### src/core/nfsm_defs.svh
`ifndef NFSM_DEFS_SVH
`define NFSM_DEFS_SVH
`define NFSM_PAR_POWER 3'h0
`define NFSM_PAR_UAF 3'h1
`define NFSM_PAR_DIF 3'h2
`define NFSM_PAR_DAF 3'h3
`define NFSM_PAR_UIF 3'h4
`define NFSM_TX_NONE 2'h0
`define NFSM_TX_NORMAL 2'h1
`define NFSM_TX_MAINT 2'h2
`endif

### src/core/nfsm_pkg.sv
package nfsm_pkg;
  typedef enum logic [3:0] {
    G0, G1, G2, G3, G4, G5, G6, G7, G8, G9, G10, G11, G12, G13
  } nfsm_state_t;
  typedef struct packed {
    logic power_loss;
    logic power_return;
    logic normal_cells;
    logic upstream_access_fault;
    logic downstream_iface_fault;
    logic downstream_access_fault;
    logic upstream_iface_fault;
  } nfsm_event_t;
  typedef struct packed {
    logic [1:0] kind;
    logic p_rdi;
    logic s_rdi;
    logic p_ais;
  } nfsm_tx_t;
  typedef struct packed {
    logic upper_active_ind;
    logic upper_deact_ind;
    logic mgmt_active_ind;
    logic mgmt_error_ind;
    logic mgmt_correct_ind;
    logic [2:0] param;
  } nfsm_ind_t;
endpackage

### src/core/nfsm_top.sv
`timescale 1ns/1ps
`include "nfsm_defs.svh"
// Function
// - fourteen states: power off, operational, eleven fault combinations, power on
// - maintenance signal transmitted is chosen per state
// - power loss goes to G0 with error zero; deactivate too when leaving G1
// - power return in G0 gives correction zero and enters G13
// - normal cells in G2..G13 return to G1 with both activate indications
// - upstream access fault gives error one and its transitions
// - downstream interface fault gives error two and its transitions
// - downstream access fault gives error three and its transitions
// - upstream interface fault gives error four and its transitions
// - leaving G1 on a fault also gives upper deactivate
// - error and correction indications carry the condition number
// - G13 is transient and left on the first assessed event other than an upstream interface fault or a power return
module nfsm_top (
  input wire logic CLK,
  input wire logic RESET,
  input wire logic CE,
  input wire nfsm_pkg::nfsm_event_t EVT,
  output nfsm_pkg::nfsm_state_t STATE,
  output nfsm_pkg::nfsm_tx_t TX,
  output nfsm_pkg::nfsm_ind_t IND
);
  import nfsm_pkg::*;

  // ***********************************
  // input synchronisers
  // ***********************************
  nfsm_event_t evt_meta;
  nfsm_event_t evt_sync;
  nfsm_event_t evt_last;
  nfsm_event_t rise;
  nfsm_state_t next_state;
  nfsm_ind_t next_ind;
  logic [2:0] next_par;
  logic hit;

  always_ff @(posedge CLK or posedge RESET) begin
    if (RESET) begin
      evt_meta <= '0;
      evt_sync <= '0;
      evt_last <= '0;
    end else if (CE) begin
      evt_meta <= EVT;
      evt_sync <= evt_meta;
      evt_last <= evt_sync;
    end
  end

  // new events are rising edges of the synchronised conditions
  assign rise = evt_sync & ~evt_last;

  // ***********************************
  // transition function
  // ***********************************
  function automatic nfsm_state_t fault_move(input logic [2:0] fc, input nfsm_state_t s);
    fault_move = s;
    case (fc)
      `NFSM_PAR_UAF: begin
        case (s)
          G1: fault_move = G2;
          G3: fault_move = G6;
          G4: fault_move = G7;
          G5: fault_move = G8;
          G9: fault_move = G11;
          G10: fault_move = G12;
          G13: fault_move = G2;
          default: fault_move = s;
        endcase
      end
      `NFSM_PAR_DIF: begin
        case (s)
          G1: fault_move = G3;
          G2: fault_move = G6;
          G4: fault_move = G9;
          G7: fault_move = G11;
          G13: fault_move = G3;
          default: fault_move = s;
        endcase
      end
      `NFSM_PAR_DAF: begin
        case (s)
          G1: fault_move = G4;
          G2: fault_move = G7;
          G3: fault_move = G9;
          G5: fault_move = G10;
          G6: fault_move = G11;
          G8: fault_move = G12;
          G13: fault_move = G4;
          default: fault_move = s;
        endcase
      end
      `NFSM_PAR_UIF: begin
        case (s)
          G1: fault_move = G5;
          G2: fault_move = G8;
          G3: fault_move = G5;
          G4: fault_move = G10;
          G6: fault_move = G8;
          G7: fault_move = G12;
          default: fault_move = s;
        endcase
      end
      default: fault_move = s;
    endcase
  endfunction

  always_comb begin
    next_state = STATE;
    next_ind = '0;
    next_par = 3'h0;
    hit = 1'b0;
    if (rise.power_loss) begin
      if (STATE != G0) begin
        next_state = G0;
        next_ind.mgmt_error_ind = 1'b1;
        next_ind.param = `NFSM_PAR_POWER;
        next_ind.upper_deact_ind = (STATE == G1);
      end
    end else if (rise.power_return) begin
      if (STATE == G0) begin
        next_state = G13;
        next_ind.mgmt_correct_ind = 1'b1;
        next_ind.param = `NFSM_PAR_POWER;
      end
    end else if (STATE != G0) begin
      if (rise.normal_cells) begin
        if (STATE != G1) begin
          next_state = G1;
          next_ind.upper_active_ind = 1'b1;
          next_ind.mgmt_active_ind = 1'b1;
        end
      end else begin
        if (rise.upstream_access_fault) begin
          next_par = `NFSM_PAR_UAF;
          hit = 1'b1;
        end else if (rise.downstream_iface_fault) begin
          next_par = `NFSM_PAR_DIF;
          hit = 1'b1;
        end else if (rise.downstream_access_fault) begin
          next_par = `NFSM_PAR_DAF;
          hit = 1'b1;
        end else if (rise.upstream_iface_fault) begin
          next_par = `NFSM_PAR_UIF;
          hit = 1'b1;
        end
        if (hit && fault_move(next_par, STATE) != STATE) begin
          next_state = fault_move(next_par, STATE);
          next_ind.mgmt_error_ind = 1'b1;
          next_ind.param = next_par;
          next_ind.upper_deact_ind = (STATE == G1);
        end
      end
    end
  end

  // ***********************************
  // state and indications
  // ***********************************
  always_ff @(posedge CLK or posedge RESET) begin
    if (RESET) begin
      STATE <= G0;
    end else if (CE) begin
      STATE <= next_state;
    end
  end

  always_ff @(posedge CLK or posedge RESET) begin
    if (RESET) begin
      IND <= '0;
    end else if (CE) begin
      IND <= next_ind;
    end
  end

  // ***********************************
  // transmitted signal
  // ***********************************
  always_ff @(posedge CLK or posedge RESET) begin
    if (RESET) begin
      TX <= '0;
    end else if (CE) begin
      TX.p_rdi <= 1'b0;
      TX.s_rdi <= 1'b0;
      TX.p_ais <= 1'b0;
      TX.kind <= `NFSM_TX_MAINT;
      case (next_state)
        G0, G13: TX.kind <= `NFSM_TX_NONE;
        G1, G3: TX.kind <= `NFSM_TX_NORMAL;
        G2, G6: TX.p_rdi <= 1'b1;
        G4, G7, G9, G11: TX.p_ais <= 1'b1;
        G5, G8: begin
          TX.s_rdi <= 1'b1;
          TX.p_rdi <= 1'b1;
        end
        G10: begin
          TX.p_ais <= 1'b1;
          TX.s_rdi <= 1'b1;
        end
        G12: begin
          TX.p_ais <= 1'b1;
          TX.s_rdi <= 1'b1;
          TX.p_rdi <= 1'b1;
        end
        default: TX.kind <= `NFSM_TX_NONE;
      endcase
    end
  end
endmodule

### config.mk
export PLATFORM = sky130hd
export DESIGN_NAME = nfsm_top
export DESIGN_NICKNAME = d
export VERILOG_FILES = /design/src/core/nfsm_pkg.sv /design/src/core/nfsm_top.sv
export VERILOG_INCLUDE_DIRS = /design/src /design/src/core
export SDC_FILE = /design/constraint.sdc
export NUM_CORES = 1
export LEC_CHECK = 0
export BUFFER_PORTS_ARGS = -buffer_cell sky130_fd_sc_hd__buf_2
export CAP_MARGIN = 20
export CORE_ASPECT_RATIO = 1.2
export CORE_MARGIN = 5
export CORE_UTILIZATION = 56
export CTS_BUF_LIST = sky130_fd_sc_hd__clkbuf_8
export DETAILED_ROUTE_END_ITERATION = 8
export PLACE_DENSITY = 0.88
export SYNTH_ARGS = -nofsm -noshare
export SYNTH_HDL_FRONTEND = slang
export SYNTH_SLANG_ARGS = --single-unit
### constraint.sdc
create_clock -name CLK -period 5.1 [get_ports CLK]
set_input_delay 0.51 -clock CLK [delete_from_list [all_inputs] [get_ports CLK]]
set_output_delay 0.51 -clock CLK [all_outputs]
set_load 0.01 [all_outputs]
==> key figures <==
Run status
  • Status: finished clean

Synthesis
  • Count leader, synth: dfrtp_1
  • Multiplexer share of the synthesized area: 10.9%
  • Top cells by count, synth: dfrtp_1, mux2_2, nand2_1, o21ai_0, a21oi_1
  • Synth area leaders: dfrtp_1, mux2_2, o21ai_0
  • Synthesized area: 2360 µm²
  • Combinational family with the most area after synthesis: compound AO/OA/AOI/OAI gates
  • Post-synth top area cell: dfrtp_1
  • Compound-Gate Fraction of Synth Area: 25.6%
  • Mapped Nets: 244
  • Share of the synthesized area in the top cell type: 39.3%
  • Area share of fa/ha/maj cells after synthesis: 0.478%
  • Asr flop ratio synth: 100%
  • Synth Instances: 234
  • Post-Synth XOR/XNOR Area: 0.372%
  • Synth cell types: 60
  • EDFF count, synth: 0
  • Sequential fraction of the synthesis area: 39.3%
  • Post-Synth Simple-Gate Area: 18.3%
  • Synth warn: 0
  • FF+latch count, synth: 37
  • Avg Cell Area, Syn: 10.1 µm²
  • Synth Flop Type: dfrtp_1

Placed design
  • DP Area: 2470 µm²
  • Inst Count DP: 300
  • Placement Setup Slack: 2.28 ns
  • # port buffers: 26
  • DP Wirelength: 3610 µm
  • GP Congestion: 0.897

Timing
  • Setup WS post-layout: 2.23 ns
  • # setup viols final: 0
  • Clock Skew: 0.00815 ns
  • Final min period: 2.87 ns
  • Hold Violations, Final: 0
  • RSZ-0062 raised after global routing: no
  • Slew headroom: 43.6%
  • Period utilization: 56.3%
  • Setup TNS: 0 ns
  • Fmax: 0.348 GHz
  • Measured slew at the worst slew-check pin: 0.845 ns
  • Slew Viols, Final: 0

Layout
  • Design area: 2590 µm²
  • Layout cell share with drive strength beyond 1: 29.5%
  • Non-filler instance count after layout: 308
  • # fillers: 329
  • Layout Nets: 263
  • Diodes inserted: 0
  • Area delta synth->final: 9.82%

Die
  • Initial Util: 58.9%
  • Row cnt: 25
  • Core region area: 4000 µm²
  • Die height: 81.1 µm
  • I/O pins: 27
  • Die Area: 5610 µm²
  • Die W: 69.2 µm

Pwr
  • Worst vdd rail ir drop: 340 µV
  • Pleak: 0.00108 µW
  • Power per cell area: 596 nW/µm²

Clock network
  • Root buffer cell: clkbuf_8
  • H-tree lvl count: 2
  • CTS Buffer Depth: 2
  • Post-CTS Resized: 0
  • Clk Latency, worst-skew pair: 0.29 ns
  • Clk slew on worst S/H paths: 0.08 ns
  • TritonCTS Buffers: 5
  • Clk sinks: 37
  • Post-CTS Hold Buffers: 0
  • Postcts setup bufs: 0
  • CTS tree: yes

Worst setup path
  • Startpoint types: register
  • Crit path required time: 5.30 ns
  • Crit Path Max Fanout: 22
  • Crit Path Class: reg2reg
  • Endpoint class of the critical path: register
  • CP arrival: 3.07 ns

GRT
  • Largest net degree at the start of global routing: 40
  • Initial antenna violation count: 0
  • Number of global-route vias before repair: 1819
  • Grt total ovfl: 0
  • GRT Total Usage: 18.9%
  • First-pass GRT wire length: 8690 µm

Detailed routing
  • DRC errors left: 0
  • Drt pass-1 iters: 4
  • ANT nets after route: 0
  • Vias per std cell: 6.31
  • Wire per inst: 16.5 µm
  • Drt total wl: 5080 µm
  • Vias: 1945
  • DR iter-0 viols: 197

Hold path
  • Hold Path Class: in2async

Flow run
  • Max capacitance violation total: 0
## logic make-up after synthesis
| kind of cell | Yosys count |
|---|---|
| compound gates | 77 |
| simple gates | 74 |
| flops | 37 |
| mux | 23 |
| buf+inv | 21 |
| xor+xnor | 1 |
| fa+ha+maj | 1 |
## worst paths after layout
| kind | slack (ns) | endpoint | depth (start not counted) | from |
|---|---|---|---|---|
| max in group asynchronous | 4.44 | STATE[0] | 3 | RESET |
| hold reg to reg | 0.49 | IND[2] | 1 | IND[2] |
| setup reg to reg | 2.23 | TX[4] | 9 | STATE[2] |
| setup / recovery | 2.23 | TX[4] | 9 | STATE[2] |
| min in group CLK | 0.45 | evt_meta[4] | 2 | EVT[4] |
| hold / removal | 0.33 | evt_meta[4] | 3 | RESET |
## per-layer routing
metal | GRT usage, % | wire, µm | vias to the layer above
li1 | - | - | 915
met1 | 25.0 | 2200 | 932
met3 | 3.96 | 351 | 13
met5 | 0 | 0 | -
met4 | 8.79 | 112 | 0
met2 | 29.9 | 2410 | 85
## worst max-delay path: stages (launching register included)
cell and delay [ns]:
dfrtp_1 0.82, nand2b_1 0.23, o221a_1 0.34, o221ai_4 0.22
a21oi_2 0.05, a211o_1 0.30, a31oi_1 0.15, a21boi_4 0.30
o21ai_0 0.17, a31oi_1 0.20
## flip-flops by register name, indices dropped and copies added (netlist names)
register  count
IND           7
STATE         4
TX            5
evt_last      7
evt_meta      7
evt_sync      7
## layout by cell type (no fill, tap or decap), drive strengths merged, types with 2 or more instances in the layout
cell and count:
a211o 4, a21oi 15, a221oi 2, a22o 2, a31oi 7, and2 3, and3 4, buf 27
clkbuf 6, dfrtp 37, inv 5, mux2 22, nand2 15, nand2b 10, nand3 6, nand4 2
nor2 9, nor2b 11, nor3 7, nor4 2, o21ai 17, o221ai 4, o22ai 3, o2bb2ai 6
o31a 3, o31ai 2, or3 2
## power breakdown
part | switching [µW] | internal, µW | total (µW)
combinational | 439 | 337 | 777
clock | 103 | 159 | 262
sequential | 142 | 363 | 505
total | 684 | 859 | 1540
## through the flow
| step | util, % | hold WS [ns] | power [µW] |
|---|---|---|---|
| after floorplan | - | 0.475 | 1130 |
| after global placement | 61.7 | 0.471 | 1260 |
| after detailed placement | 61.7 | 0.478 | 1270 |
| after CTS | 64.7 | 0.347 | 1540 |
| after global routing | 64.7 | 0.402 | 1660 |
| final | 64.7 | 0.334 | 1540 |
## cell type report
class	instances	area [µm²]	share of cell area [%]
Clock buffer	6	82.6	3.19
Inverter	6	25.0	0.967
Timing Repair Buffer	27	138	5.32
Clock inverter	2	37.5	1.45
Multi-Input combinational cell	176	1310	50.7
Tap cell	54	67.6	2.61
Sequential cell	37	926	35.8
(Power assumes the default switching activity.)
